File: src/inc/framer_pkg.sv
// Constants, register map and carrier types of the burst shifter framer
package framer_pkg;

	// ----------------------------------------------------------------
	// Register map
	// ----------------------------------------------------------------
	localparam logic [7:0] ADDR_OUTPUT_ROUTING = 8'hDD;
	localparam logic [7:0] ADDR_SHIFT_DATA     = 8'hE0;
	localparam logic [7:0] ADDR_DIVIDE_LENGTH  = 8'hE1;
	localparam logic [7:0] ADDR_MODE_CONTROL   = 8'hE2;
	localparam logic [7:0] ADDR_PORT_C_CONFIG  = 8'hC4;

	// ----------------------------------------------------------------
	// Field positions
	// ----------------------------------------------------------------
	localparam int MODE_RUN_BIT        = 7;
	localparam int MODE_IRQ_EN_BIT     = 6;
	localparam int MODE_INT_CLK_BIT    = 4;
	localparam int DIV_FIELD_LSB       = 0;
	localparam int DIV_FIELD_MSB       = 2;
	localparam int LEN_FIELD_LSB       = 3;
	localparam int LEN_FIELD_MSB       = 6;
	localparam int PORT_OUT_BIT        = 0;
	localparam int PORT_EDGE_EN_BIT    = 1;
	localparam int PORT_SIN_LEVEL_BIT  = 2;

	// ----------------------------------------------------------------
	// Reset and special values
	// ----------------------------------------------------------------
	localparam logic [7:0] RST_OUTPUT_ROUTING  = 8'h00;
	localparam logic [7:0] RST_SHIFT_DATA      = 8'hFF;
	localparam logic [7:0] RST_DIVIDE_LENGTH   = 8'h3E;
	localparam logic [7:0] RST_MODE_CONTROL    = 8'h00;
	localparam logic [1:0] RST_PORT_C_CONFIG   = 2'h1;
	localparam logic [7:0] ROUTE_TO_SHIFTER    = 8'h01;
	localparam logic [7:0] READ_ZERO           = 8'h00;

	// ----------------------------------------------------------------
	// Timing
	// ----------------------------------------------------------------
	localparam int          CLOCK_HZ         = 25_000_000;
	localparam logic [11:0] CORE_DIVIDE      = 12'h00D;
	localparam logic [11:0] FIRST_EDGE_OSC   = 12'h009;
	localparam logic [11:0] FIRST_EDGE_LOAD  = FIRST_EDGE_OSC - 12'h001;

	localparam logic [2:0] DIV_CODE_1   = 3'h0;
	localparam logic [2:0] DIV_CODE_2   = 3'h1;
	localparam logic [2:0] DIV_CODE_4   = 3'h2;
	localparam logic [2:0] DIV_CODE_8   = 3'h3;
	localparam logic [2:0] DIV_CODE_16  = 3'h4;
	localparam logic [2:0] DIV_CODE_32  = 3'h5;
	localparam logic [2:0] DIV_CODE_64  = 3'h6;
	localparam logic [8:0] RATIO_1      = 9'h001;
	localparam logic [8:0] RATIO_2      = 9'h002;
	localparam logic [8:0] RATIO_4      = 9'h004;
	localparam logic [8:0] RATIO_8      = 9'h008;
	localparam logic [8:0] RATIO_16     = 9'h010;
	localparam logic [8:0] RATIO_32     = 9'h020;
	localparam logic [8:0] RATIO_64     = 9'h040;
	localparam logic [8:0] RATIO_256    = 9'h100;

	// ----------------------------------------------------------------
	// Types
	// ----------------------------------------------------------------
	typedef struct packed {
		logic [7:0] addr;
		logic [7:0] wdata;
		logic       wr;
		logic       rd;
	} reg_req_type;

	typedef enum logic [0:0] {
		SH_IDLE = 1'b0,
		SH_RUN  = 1'b1
	} shift_state_type;

endpackage

File: src/hw/spi_burst_uart_framer.sv
// Master-mode burst shifter used as an asynchronous serial framer
`timescale 1ns/1ps
`default_nettype none

module spi_burst_uart_framer (
	input  wire logic                   clock,
	input  wire logic                   rst_n,
	input  wire framer_pkg::reg_req_type bus_req,
	output logic [7:0]                  rdata_ff,
	input  wire logic                   serial_in,
	output logic                        serial_out_ff,
	output logic                        shift_clock_ff,
	output logic                        vector_two_request_ff
);

	// ----------------------------------------------------------------
	// Input synchroniser
	// ----------------------------------------------------------------
	logic sin_meta_ff;
	logic sin_sync_ff;
	logic sin_prev_ff;
	// Idle-high reset keeps the edge detector from a false start edge

	always_ff @(posedge clock) begin
		if (!rst_n) begin
			sin_meta_ff <= 1'b1;
			sin_sync_ff <= 1'b1;
			sin_prev_ff <= 1'b1;
		end else begin
			sin_meta_ff <= serial_in;
			sin_sync_ff <= sin_meta_ff;
			sin_prev_ff <= sin_sync_ff;
		end
	end

	// ----------------------------------------------------------------
	// Registers
	// ----------------------------------------------------------------
	logic [7:0]                  routing_ff;
	logic [7:0]                  shift_ff;
	logic [7:0]                  divide_ff;
	logic [7:0]                  mode_ff;
	logic [1:0]                  port_cfg_ff;
	framer_pkg::shift_state_type state_ff;
	logic [11:0]                 phase_ff;
	logic [3:0]                  bits_left_ff;
	logic                        sample_ff;

	logic [7:0]                  nxt_shift;
	logic [7:0]                  nxt_mode;
	framer_pkg::shift_state_type nxt_state;
	logic [11:0]                 nxt_phase;
	logic [3:0]                  nxt_bits_left;

	// ----------------------------------------------------------------
	// Address decode
	// ----------------------------------------------------------------
	wire sel_routing = bus_req.addr == framer_pkg::ADDR_OUTPUT_ROUTING;
	wire sel_shift   = bus_req.addr == framer_pkg::ADDR_SHIFT_DATA;
	wire sel_divide  = bus_req.addr == framer_pkg::ADDR_DIVIDE_LENGTH;
	wire sel_mode    = bus_req.addr == framer_pkg::ADDR_MODE_CONTROL;
	wire sel_port    = bus_req.addr == framer_pkg::ADDR_PORT_C_CONFIG;
	wire running     = state_ff == framer_pkg::SH_RUN;

	// Shift, divide and mode writes during a burst are ignored so the frame stays coherent
	wire wr_routing  = bus_req.wr && sel_routing;
	wire wr_shift    = bus_req.wr && sel_shift && !running;
	wire wr_divide   = bus_req.wr && sel_divide && !running;
	wire wr_mode     = bus_req.wr && sel_mode && !running;
	wire wr_port     = bus_req.wr && sel_port;

	// ----------------------------------------------------------------
	// Bit timing
	// ----------------------------------------------------------------
	wire [2:0] div_field = divide_ff[framer_pkg::DIV_FIELD_MSB:framer_pkg::DIV_FIELD_LSB];
	wire [3:0] len_field = divide_ff[framer_pkg::LEN_FIELD_MSB:framer_pkg::LEN_FIELD_LSB];
	logic [8:0] ratio;

	always_comb begin
		case (div_field)
			framer_pkg::DIV_CODE_1: begin
				ratio = framer_pkg::RATIO_1;
			end
			framer_pkg::DIV_CODE_2: begin
				ratio = framer_pkg::RATIO_2;
			end
			framer_pkg::DIV_CODE_4: begin
				ratio = framer_pkg::RATIO_4;
			end
			framer_pkg::DIV_CODE_8: begin
				ratio = framer_pkg::RATIO_8;
			end
			framer_pkg::DIV_CODE_16: begin
				ratio = framer_pkg::RATIO_16;
			end
			framer_pkg::DIV_CODE_32: begin
				ratio = framer_pkg::RATIO_32;
			end
			framer_pkg::DIV_CODE_64: begin
				ratio = framer_pkg::RATIO_64;
			end
			default: begin
				ratio = framer_pkg::RATIO_256;
			end
		endcase
	end

	// Counting in osc cycles splits the odd 13-cycle period of ratio 1 into 7 high and 6 low
	wire [20:0] bit_product = 21'(framer_pkg::CORE_DIVIDE) * 21'(ratio);
	wire [11:0] bit_cycles  = bit_product[11:0];
	wire [11:0] bit_last    = bit_cycles - 12'h001;
	wire [11:0] bit_half    = {1'b0, bit_cycles[11:1]};
	wire        rise_now    = running && phase_ff == bit_last;
	wire        fall_now    = running && phase_ff == bit_half && shift_clock_ff;

	// ----------------------------------------------------------------
	// Burst start and finish
	// ----------------------------------------------------------------
	wire master_mode = mode_ff[framer_pkg::MODE_INT_CLK_BIT] |
	                   bus_req.wdata[framer_pkg::MODE_INT_CLK_BIT];
	wire start_req   = wr_mode && bus_req.wdata[framer_pkg::MODE_RUN_BIT];
	// Single shifter: a new burst is only taken while idle
	wire start_burst = start_req && master_mode && !running;
	wire last_fall   = fall_now && bits_left_ff == 4'h1;
	wire empty_burst = start_burst && len_field == 4'h0;
	wire burst_done  = last_fall || empty_burst;

	always_comb begin
		nxt_state     = state_ff;
		nxt_phase     = phase_ff;
		nxt_bits_left = bits_left_ff;
		// Preload so the first rise lands nine clocks after the run write
		if (start_burst && !empty_burst) begin
			nxt_state     = framer_pkg::SH_RUN;
			nxt_phase     = bit_last - framer_pkg::FIRST_EDGE_LOAD;
			nxt_bits_left = len_field;
		end else if (running) begin
			nxt_phase = rise_now ? 12'h000 : phase_ff + 12'h001;
			if (fall_now) begin
				nxt_bits_left = bits_left_ff - 4'h1;
			end
			if (last_fall) begin
				nxt_state = framer_pkg::SH_IDLE;
			end
		end
	end

	// ----------------------------------------------------------------
	// Shift register and mode register
	// ----------------------------------------------------------------
	always_comb begin
		nxt_shift = shift_ff;
		if (wr_shift) begin
			nxt_shift = bus_req.wdata;
		end else if (fall_now) begin
			// Bit 7 leaves first, the sampled input enters bit 0
			nxt_shift = {shift_ff[6:0], sample_ff};
		end
	end

	always_comb begin
		nxt_mode = mode_ff;
		if (wr_mode) begin
			nxt_mode = bus_req.wdata;
			nxt_mode[framer_pkg::MODE_RUN_BIT] = start_burst && !empty_burst;
		end else if (last_fall) begin
			nxt_mode[framer_pkg::MODE_RUN_BIT] = 1'b0;
		end
	end

	// ----------------------------------------------------------------
	// Register state
	// ----------------------------------------------------------------
	always_ff @(posedge clock) begin
		if (!rst_n) begin
			routing_ff  <= framer_pkg::RST_OUTPUT_ROUTING;
			shift_ff    <= framer_pkg::RST_SHIFT_DATA;
			divide_ff   <= framer_pkg::RST_DIVIDE_LENGTH;
			mode_ff     <= framer_pkg::RST_MODE_CONTROL;
			port_cfg_ff <= framer_pkg::RST_PORT_C_CONFIG;
		end else begin
			if (wr_routing) begin
				routing_ff <= bus_req.wdata;
			end
			if (wr_divide) begin
				divide_ff <= bus_req.wdata;
			end
			if (wr_port) begin
				port_cfg_ff <= bus_req.wdata[1:0];
			end
			shift_ff <= nxt_shift;
			mode_ff  <= nxt_mode;
		end
	end

	// ----------------------------------------------------------------
	// Burst sequencer
	// ----------------------------------------------------------------
	always_ff @(posedge clock) begin
		if (!rst_n) begin
			state_ff     <= framer_pkg::SH_IDLE;
			phase_ff     <= 12'h000;
			bits_left_ff <= 4'h0;
			sample_ff    <= 1'b1;
		end else begin
			state_ff     <= nxt_state;
			phase_ff     <= nxt_phase;
			bits_left_ff <= nxt_bits_left;
			// Sampling at the rise leaves half a bit before the shift
			if (rise_now) begin
				sample_ff <= sin_sync_ff;
			end
		end
	end

	// ----------------------------------------------------------------
	// Pins
	// ----------------------------------------------------------------
	wire route_shift  = routing_ff == framer_pkg::ROUTE_TO_SHIFTER;
	wire port_bit     = port_cfg_ff[framer_pkg::PORT_OUT_BIT];
	// Shifter path shows bit 7 even between bursts to pre-position data
	wire nxt_sout     = route_shift ? nxt_shift[7] : port_bit;
	wire sin_fall     = sin_prev_ff && !sin_sync_ff;
	wire edge_irq     = sin_fall && port_cfg_ff[framer_pkg::PORT_EDGE_EN_BIT];
	// Edge and done requests share one pulse; no sticky status kept
	wire done_irq     = last_fall && mode_ff[framer_pkg::MODE_IRQ_EN_BIT];

	logic nxt_sck;

	always_comb begin
		nxt_sck = shift_clock_ff;
		if (rise_now) begin
			nxt_sck = 1'b1;
		end else if (fall_now || !running) begin
			nxt_sck = 1'b0;
		end
	end

	always_ff @(posedge clock) begin
		if (!rst_n) begin
			serial_out_ff         <= 1'b1;
			shift_clock_ff        <= 1'b0;
			vector_two_request_ff <= 1'b0;
		end else begin
			serial_out_ff         <= nxt_sout;
			shift_clock_ff        <= nxt_sck;
			vector_two_request_ff <= edge_irq || done_irq;
		end
	end

	// ----------------------------------------------------------------
	// Read port
	// ----------------------------------------------------------------
	// Read data lasts one cycle, then returns to zero
	wire [7:0] port_view = {5'h00, sin_sync_ff, port_cfg_ff};
	wire [7:0] read_mux  = sel_routing ? routing_ff :
	                       sel_shift   ? shift_ff :
	                       sel_divide  ? divide_ff :
	                       sel_mode    ? mode_ff :
	                       sel_port    ? port_view :
	                       framer_pkg::READ_ZERO;

	always_ff @(posedge clock) begin
		if (!rst_n) begin
			rdata_ff <= framer_pkg::READ_ZERO;
		end else begin
			rdata_ff <= bus_req.rd ? read_mux : framer_pkg::READ_ZERO;
		end
	end

	// Unused field bits are stored but steer nothing
	wire unused_ok = &{1'b0, divide_ff[7], burst_done};

endmodule

`default_nettype wire

File: config.mk
export PLATFORM = sky130hd
export DESIGN_NAME = spi_burst_uart_framer
export DESIGN_NICKNAME = d
export VERILOG_FILES = /design/src/inc/framer_pkg.sv /design/src/hw/spi_burst_uart_framer.sv
export SDC_FILE = /design/constraint.sdc
export NUM_CORES = 1
export LEC_CHECK = 0
export BUFFER_PORTS_ARGS = -buffer_cell sky130_fd_sc_hd__buf_2
export CORE_MARGIN = 3
export CORE_UTILIZATION = 50
export DETAILED_ROUTE_END_ITERATION = 10
export HOLD_SLACK_MARGIN = 0.05
export PLACE_DENSITY_LB_ADDON = 0.08
export REMOVE_ABC_BUFFERS = 1
export SETUP_SLACK_MARGIN = 0.02
export SKIP_LAST_GASP = 1
export SLEW_MARGIN = 20
export SYNTH_ARGS = -nofsm -noshare
export SYNTH_HDL_FRONTEND = slang
export SYNTH_SLANG_ARGS = --single-unit
File: constraint.sdc
create_clock -name clock -period 4.2 [get_ports clock]
set_input_delay 0.21 -clock clock [delete_from_list [all_inputs] [get_ports clock]]
set_output_delay 0.21 -clock clock [all_outputs]
set_load 0.1 [all_outputs]
* After elaboration in Yosys (flattened, before gate mapping)
Index checks and enable logic that the tools add are counted.
** Cells by class
- Equality and inequality tests :: 15
- Multiplexer cells :: 22
- Bitwise operators :: 1
- $mul :: 1
- Add/sub/neg operators :: 4
- Reductions and logical operators :: 34
** Operators with widths (number)
- $pmux W9 S7 :: 1
- $mux W8 :: 6
- $eq A8 B8 Y1 const B :: 5
- $mux W12 :: 3
- $logic_and A1 B1 Y1 :: 20
- $add A12 B1 Y12 const B :: 1
- $eq A12 B11 Y1 :: 1
- $eq A12 B12 Y1 :: 1
- $mul A4 B9 Y12 const A :: 1
- $mux W4 :: 3
- $sub A12 B1 Y12 const B :: 1
- $sub A12 B4 Y12 const B :: 1
- $reduce_bool A2 Y1 :: 5
- $eq A3 B3 Y1 const B :: 3
- $eq A8 B1 Y1 const B :: 1
- $mux W1 :: 8
- $eq A3 B2 Y1 const B :: 2
- $eq A4 B1 Y1 const B :: 1
- $logic_not A4 Y1 :: 1
- $reduce_and A2 Y1 :: 2
- $sub A4 B1 Y4 const B :: 1
- $eq A3 B1 Y1 const B :: 1
- $logic_not A1 Y1 :: 3
- $logic_not A3 Y1 :: 1
- other kinds (3) :: 4
** Word-level totals
- Word-level logic and storage cells :: 95
- Register bits after elaboration :: 66
- Output and inout port bits :: 11
- Input port bits :: 21

* Logic depth before layout (Yosys ltp)
- Word-level depth :: 11
- Gate-level depth with buffers :: 20
- Mapped depth without buffers :: 16

* Least setup slack after synthesis
No wires, ideal clock.
- Path kind :: flip-flop to flip-flop
- Start point :: reg divide_ff[2]
- End point :: reg shift_ff[0]
- Cell stages (with the launch flop) :: 20
- Slack :: -0.156 ns
- Path buffers :: 3
- Data required time :: 4.071 ns
- Arrival :: 4.227 ns
- Library setup time :: 0.129 ns
- Clock period less this slack :: 4.356 ns
- Path through :: dfxtp_1 -> clkbuf_1 -> nor2b_1 -> nand2_1 -> ha_1 -> nor2_1 -> ha_1 -> ha_1 -> ha_1 -> a21o_1 -> a21o_1 -> a221o_1 -> a211o_1 -> buf_6 -> xnor2_2 -> nand4_2 -> buf_2 -> mux2_1 -> mux2i_1 -> nand2_1
** On the way
- Word-level cells in the longest chain between the ends :: 7
- Elaborated cells between the ends (all ways) :: 13
- Classes of those cells :: mul: 1; eq/ne: 7; mux: 1; reduce/logical: 4
** Ends and longest elaborated chain
- start, declared :: RTL line spi_burst_uart_framer.sv:41 : logic [7:0] divide_ff;
- start signal, assigned :: RTL line spi_burst_uart_framer.sv:178 : divide_ff <= framer_pkg::RST_DIVIDE_LENGTH;
- start signal, assigned :: RTL line spi_burst_uart_framer.sv:186 : divide_ff <= bus_req.wdata;
- $eq A3 B3 Y1, or another cell as far along :: RTL line spi_burst_uart_framer.sv:80 : case (div_field)
- $pmux W9 S7 (*) :: RTL line spi_burst_uart_framer.sv:80
- $mul A4 B9 Y12 (*) :: RTL line spi_burst_uart_framer.sv:109 : wire [20:0] bit_product = 21'(framer_pkg::CORE_DIVIDE) * 21'(ratio);
- $eq A12 B11 Y1 (*) :: RTL line spi_burst_uart_framer.sv:114 : wire fall_now = running && phase_ff == bit_half && shift_clock_ff;
- $logic_and A1 B1 Y1 (*) (2 in series) :: RTL line spi_burst_uart_framer.sv:114
- $reduce_bool A2 Y1 (no source line) (*)
- end signal, assigned :: RTL line spi_burst_uart_framer.sv:177 : shift_ff <= framer_pkg::RST_SHIFT_DATA;
- end signal, assigned :: RTL line spi_burst_uart_framer.sv:191 : shift_ff <= nxt_shift;
- end, declared :: RTL line spi_burst_uart_framer.sv:40 : logic [7:0] shift_ff;
Mark *: on every way between the ends. The rest lies on a longest branch, timed or not.
A chain may end at the register's enable or synchronous reset.

* Worst setup path in the final report
- Start point :: reg divide_ff[1]
- End point :: reg phase_ff[7]
** On the way
- Word-level cells in the longest chain between the ends :: 9
- Elaborated cells between the ends (all ways) :: 16
- Classes of those cells :: add/sub: 2; mul: 1; eq/ne: 7; mux: 4; reduce/logical: 2
** Ends and longest elaborated chain
- $eq A3 B3 Y1, or another cell as far along :: RTL line spi_burst_uart_framer.sv:80
- $pmux W9 S7 (*) :: RTL line spi_burst_uart_framer.sv:80
- $mul A4 B9 Y12 (*) :: RTL line spi_burst_uart_framer.sv:109
- $sub A12 B1 Y12 (*) :: RTL line spi_burst_uart_framer.sv:111 : wire [11:0] bit_last = bit_cycles - 12'h001;
- parallel branches: the longest is 4 deep, another holds $sub A12 B4 Y12
- $mux W12 (*) :: RTL line spi_burst_uart_framer.sv:133 : if (start_burst && !empty_burst) begin
- end signal, assigned :: RTL line spi_burst_uart_framer.sv:207 : phase_ff <= nxt_phase;
- end, declared :: RTL line spi_burst_uart_framer.sv:45 : logic [11:0] phase_ff;
Mark *: on every way between the ends. The select of a mux whose other input is x is not followed.

==> out/results.tsv <==
stage	metric	value	unit
status	outcome	finished clean	
place	DP HPWL	9008	microns
timing	period utilization	97.81	%
timing	slew margin rel.	36.91	%
global_route	Tot GR Track Use	24.06	%
yosys	Synth Flop Type	dfxtp_1	
layout	Final Net Count	690	
setup_path	crit-path max cell delay	600	ps
timing	RSZ-0062 raised after global routing	yes	
layout	commonest non-fill, non-tap cell in the layout	buf_4	
pwr	clock power share	46.8	%
drt	DR DRC count	0	
global_route	vias in the first global route	4205	
global_route	total grt overflow	0	
timing	final setup violating endpoints	0	
drt	ANT nets after route	0	
drt	WL/cell	17.18	microns
yosys	compound-cell area share of the yosys netlist	16.38	%
setup_path	FF-to-FF Start	divide_ff[1]$_SDFFE_PN1P_	
pwr	P_leak	2.493	nW
global_route	pin count of the biggest net entering global routing	59	
setup_path	crit path kind	register to register	
yosys	Synth Area in Adders	8.201	%
clocking	# clock sinks	66	
setup_path	most frequent CP cell	buf_6	
pwr	internal cell power	0.0009879	W
die	Die Width	103.3	microns
layout	Reg area	1333	sq um
drt	drt via density	5.883	
layout	most frequent cells in the layout	69 x buf_4, 63 x dfxtp_1, 47 x nand2_1	
timing	Period minus WS final	4108	ps
setup_path	Worst setup endpoint	phase_ff[7]$_SDFFE_PN0P_	
clocking	CTS tree	yes	
yosys	fraction of registers with async set or reset after synthesis	0	%
place	I/O Buffers	31	
die	DIE AREA	10660	sq um
pwr	sw frac	23.82	%
yosys	register bit count reported by yosys	66	
pwr	Power per Cell Area	209.2	nW/um^2
yosys	mux share of post-synthesis cell area	8.942	%
timing	clk_skew	13.21	ps
timing	Final Hold Vio Count	0	
yosys	synth warn	0	
layout	Multi-input gate area	3635	sq um
global_route	first-pass GRT wire length	20590	microns
hold_path	Hold WC Path Type	input pin to register	
setup_path	delay-heaviest family, CP	simple AND/OR/NAND/NOR gates	
die	num rows	34	
setup_path	r2r worst-path depth	18	
place	Placer Congestion	0.8591	
clocking	Reg clk slew, reported paths	80	ps
yosys	mapped cell area	4730	sq um
pwr	sw power	0.0003089	W
pwr	VDD IR max	0.1589	mV
setup_path	CP bufs+invs	4	
pwr	Power Total	0.001297	W
flow_run	Max Cap Viol	0	
drt	Initial DRC Count	360	
yosys	Post-synth EDFFs	0	
drt	final wirelength	12960	microns
setup_path	Worst R2R Setup Slack	90	ps
clocking	hold buffers post-CTS	0	
timing	Slew @ Worst Pin	946.3	ps
pwr	Combinational Power Share	4.9	%
setup_path	Critical Path Source	divide_ff[1]$_SDFFE_PN1P_	
yosys	simple-gate share of the synthesized area	22.99	%
drt	total number of vias	4436	
setup_path	reg2reg end	phase_ff[7]$_SDFFE_PN0P_	
layout	share of cells above drive strength 1	32.20	%
layout	area grow syn2layout	31.08	%
clocking	CTS H-tree lvls	3	
clocking	clk_lat worst skew	340	ps
die	# IOs	32	
yosys	Post-Synthesis Cells	549	
setup_path	Critical Path Stages	18	
setup_path	CP Launch Type	register	
layout	FILL cells	713	
setup_path	CP Capture Type	register	
pwr	Flop pwr share	48.3	%
timing	max-slew violations	0	
die	Core Area	8934	sq um
die	Vert. Die Dim	103.3	microns
setup_path	worst-path maximum fanout	6	
layout	ant diodes	0	
clocking	clock root cell	clkbuf_8	
yosys	syn avg cell area	8.615	sq um
setup_path	Slowest cell on crit path	or4_4	
timing	Sum Neg Setup Slack	0	ps
global_route	initial antenna violation count	0	
yosys	sequential area share after synthesis	27.94	%
setup_path	Worst EP arrival	4340	ps
setup_path	CP cell instances	buf_6 -> nand3b_1 -> ha_2 -> or2_4 -> fa_1 -> inv_2 -> ha_4 -> buf_6 -> a21oi_4 -> nor2_4 -> or4_4 -> a211oi_4 -> xnor2_2 -> o2111a_2 -> buf_4 -> nand4_4 -> a31oi_1 -> o21ai_1	
setup_path	critical path required time	4430	ps
timing	Fmax	0.2434	GHz
yosys	Synth cell types	69	
clocking	maximum clock insertion buffer count	2	
yosys	main combinational cell family by area after synthesis	simple AND/OR/NAND/NOR gates	
die	Initial Utilization	52.94	%
yosys	xor and xnor fraction of the mapped netlist area	11.24	%
drt	Pre-Repair DR Iteration Count	5	
clocking	total CTS buffers	9	
==> power groups by stage <==
stage	Combinational (W)	Clock [W]	Sequential, W
finish	0.0000641	0.000606	0.000626
global route	0.0000696	0.000639	0.000627
CTS	0.0000616	0.000616	0.000628
detailed placement	0.0000595	0	0.000643
global placement	0.0000583	0	0.000643
floorplan	0.0000236	0	0.000644
==> metal layers <==
layer / global-route usage, % / vias up / part of all wire (%)
met1: 35.40 / 2139 / 45
met4: 5.279 / 0 / 1.1
li1: - / 2148 / -
met5: 0 / - / 0
met3: 4.292 / 14 / 5.7
met2: 36.90 / 135 / 48
==> cell usage after synthesis, types with 4 or more instances <==
library cell / instances / area [sq um]
a21boi_0: 10 / 75.07
nor2b_1: 19 / 118.9
and2_1: 4 / 25.02
or4_1: 4 / 30.03
mux2_1: 7 / 78.83
xor2_1: 16 / 140.1
nor3_1: 15 / 75.07
a22oi_1: 11 / 82.58
ha_1: 23 / 287.8
clkbuf_1: 23 / 86.33
o211ai_1: 5 / 37.54
and3_1: 11 / 68.82
dfxtp_1: 66 / 1321
a21boi_1: 5 / 37.54
nor4_1: 4 / 25.02
xnor2_1: 30 / 262.8
buf_2: 4 / 20.02
nand2b_1: 5 / 31.28
o21ai_0: 19 / 95.09
o21ai_1: 4 / 20.02
mux2i_1: 31 / 310.3
nand2_1: 50 / 187.7
fa_1: 5 / 100.1
a21oi_1: 21 / 105.1
nor2_1: 39 / 146.4
nand3_1: 27 / 135.1
nor3b_1: 4 / 30.03
inv_1: 17 / 63.81
==> worst min-delay path by stage <==
stage | startpoint | depth (start not counted) | slack, ps | end
floorplan | rst_n | 1 | 270 | divide_ff[1]$_SDFFE_PN1P_
global placement | serial_in | 2 | 390 | sin_meta_ff$_SDFF_PN1_
detailed placement | serial_in | 2 | 400 | sin_meta_ff$_SDFF_PN1_
CTS | serial_in | 2 | 60 | sin_meta_ff$_SDFF_PN1_
global route | serial_in | 2 | 60 | sin_meta_ff$_SDFF_PN1_
finish | serial_in | 2 | 60 | sin_meta_ff$_SDFF_PN1_
==> timing repair <==
action | CTS | global route
resized for setup | 49 | 46
cloned | 1 | 0
setup buffers | 10 | 13
setup endpoints to repair | 27 | 30
pin swaps | 21 | 30
==> logic make-up after synthesis <==
kind of cell             after synthesis
multiplexers                          41
AND/OR/NAND/NOR                      204
adder cells (fa/ha/maj)               28
buffers and inverters                 49
AO/OA/AOI/OAI                        109
XOR/XNOR                              52
flip-flops                            66
==> final cells by class <==
| class | instances | area share, % |
|---|---|---|
| sequential | 66 | 21.49 |
| clock inverter | 7 | 1.635 |
| tap | 108 | 2.180 |
| timing repair buffer | 112 | 13.04 |
| inverter | 17 | 1.029 |
| multi-input combinational | 435 | 58.63 |
| clock buffer | 9 | 1.998 |
==> sequential cells by signal, summed over array words and instances (netlist names), 2 cells and up <==
name          count
phase_ff         12
mode_ff           8
bits_left_ff      4
shift_ff          8
routing_ff        8
port_cfg_ff       2
divide_ff         8
rdata_ff          8
==> stage by stage <==
stage	hold slack, ps	setup slack (ps)	util, %	std cells	area (sq um)
final	62.66	91.84	69.40	754	6200
after global routing	63.78	-66.08	69.40	754	6200
after CTS	55.37	22.44	65.42	741	5844
after detailed placement	398.8	-180.4	59.50	714	5315
after global placement	393.6	-32.92	59.50	714	5315
after floorplan	271.9	-183.1	-	517	4589
Power figures use the tool's default switching activity.
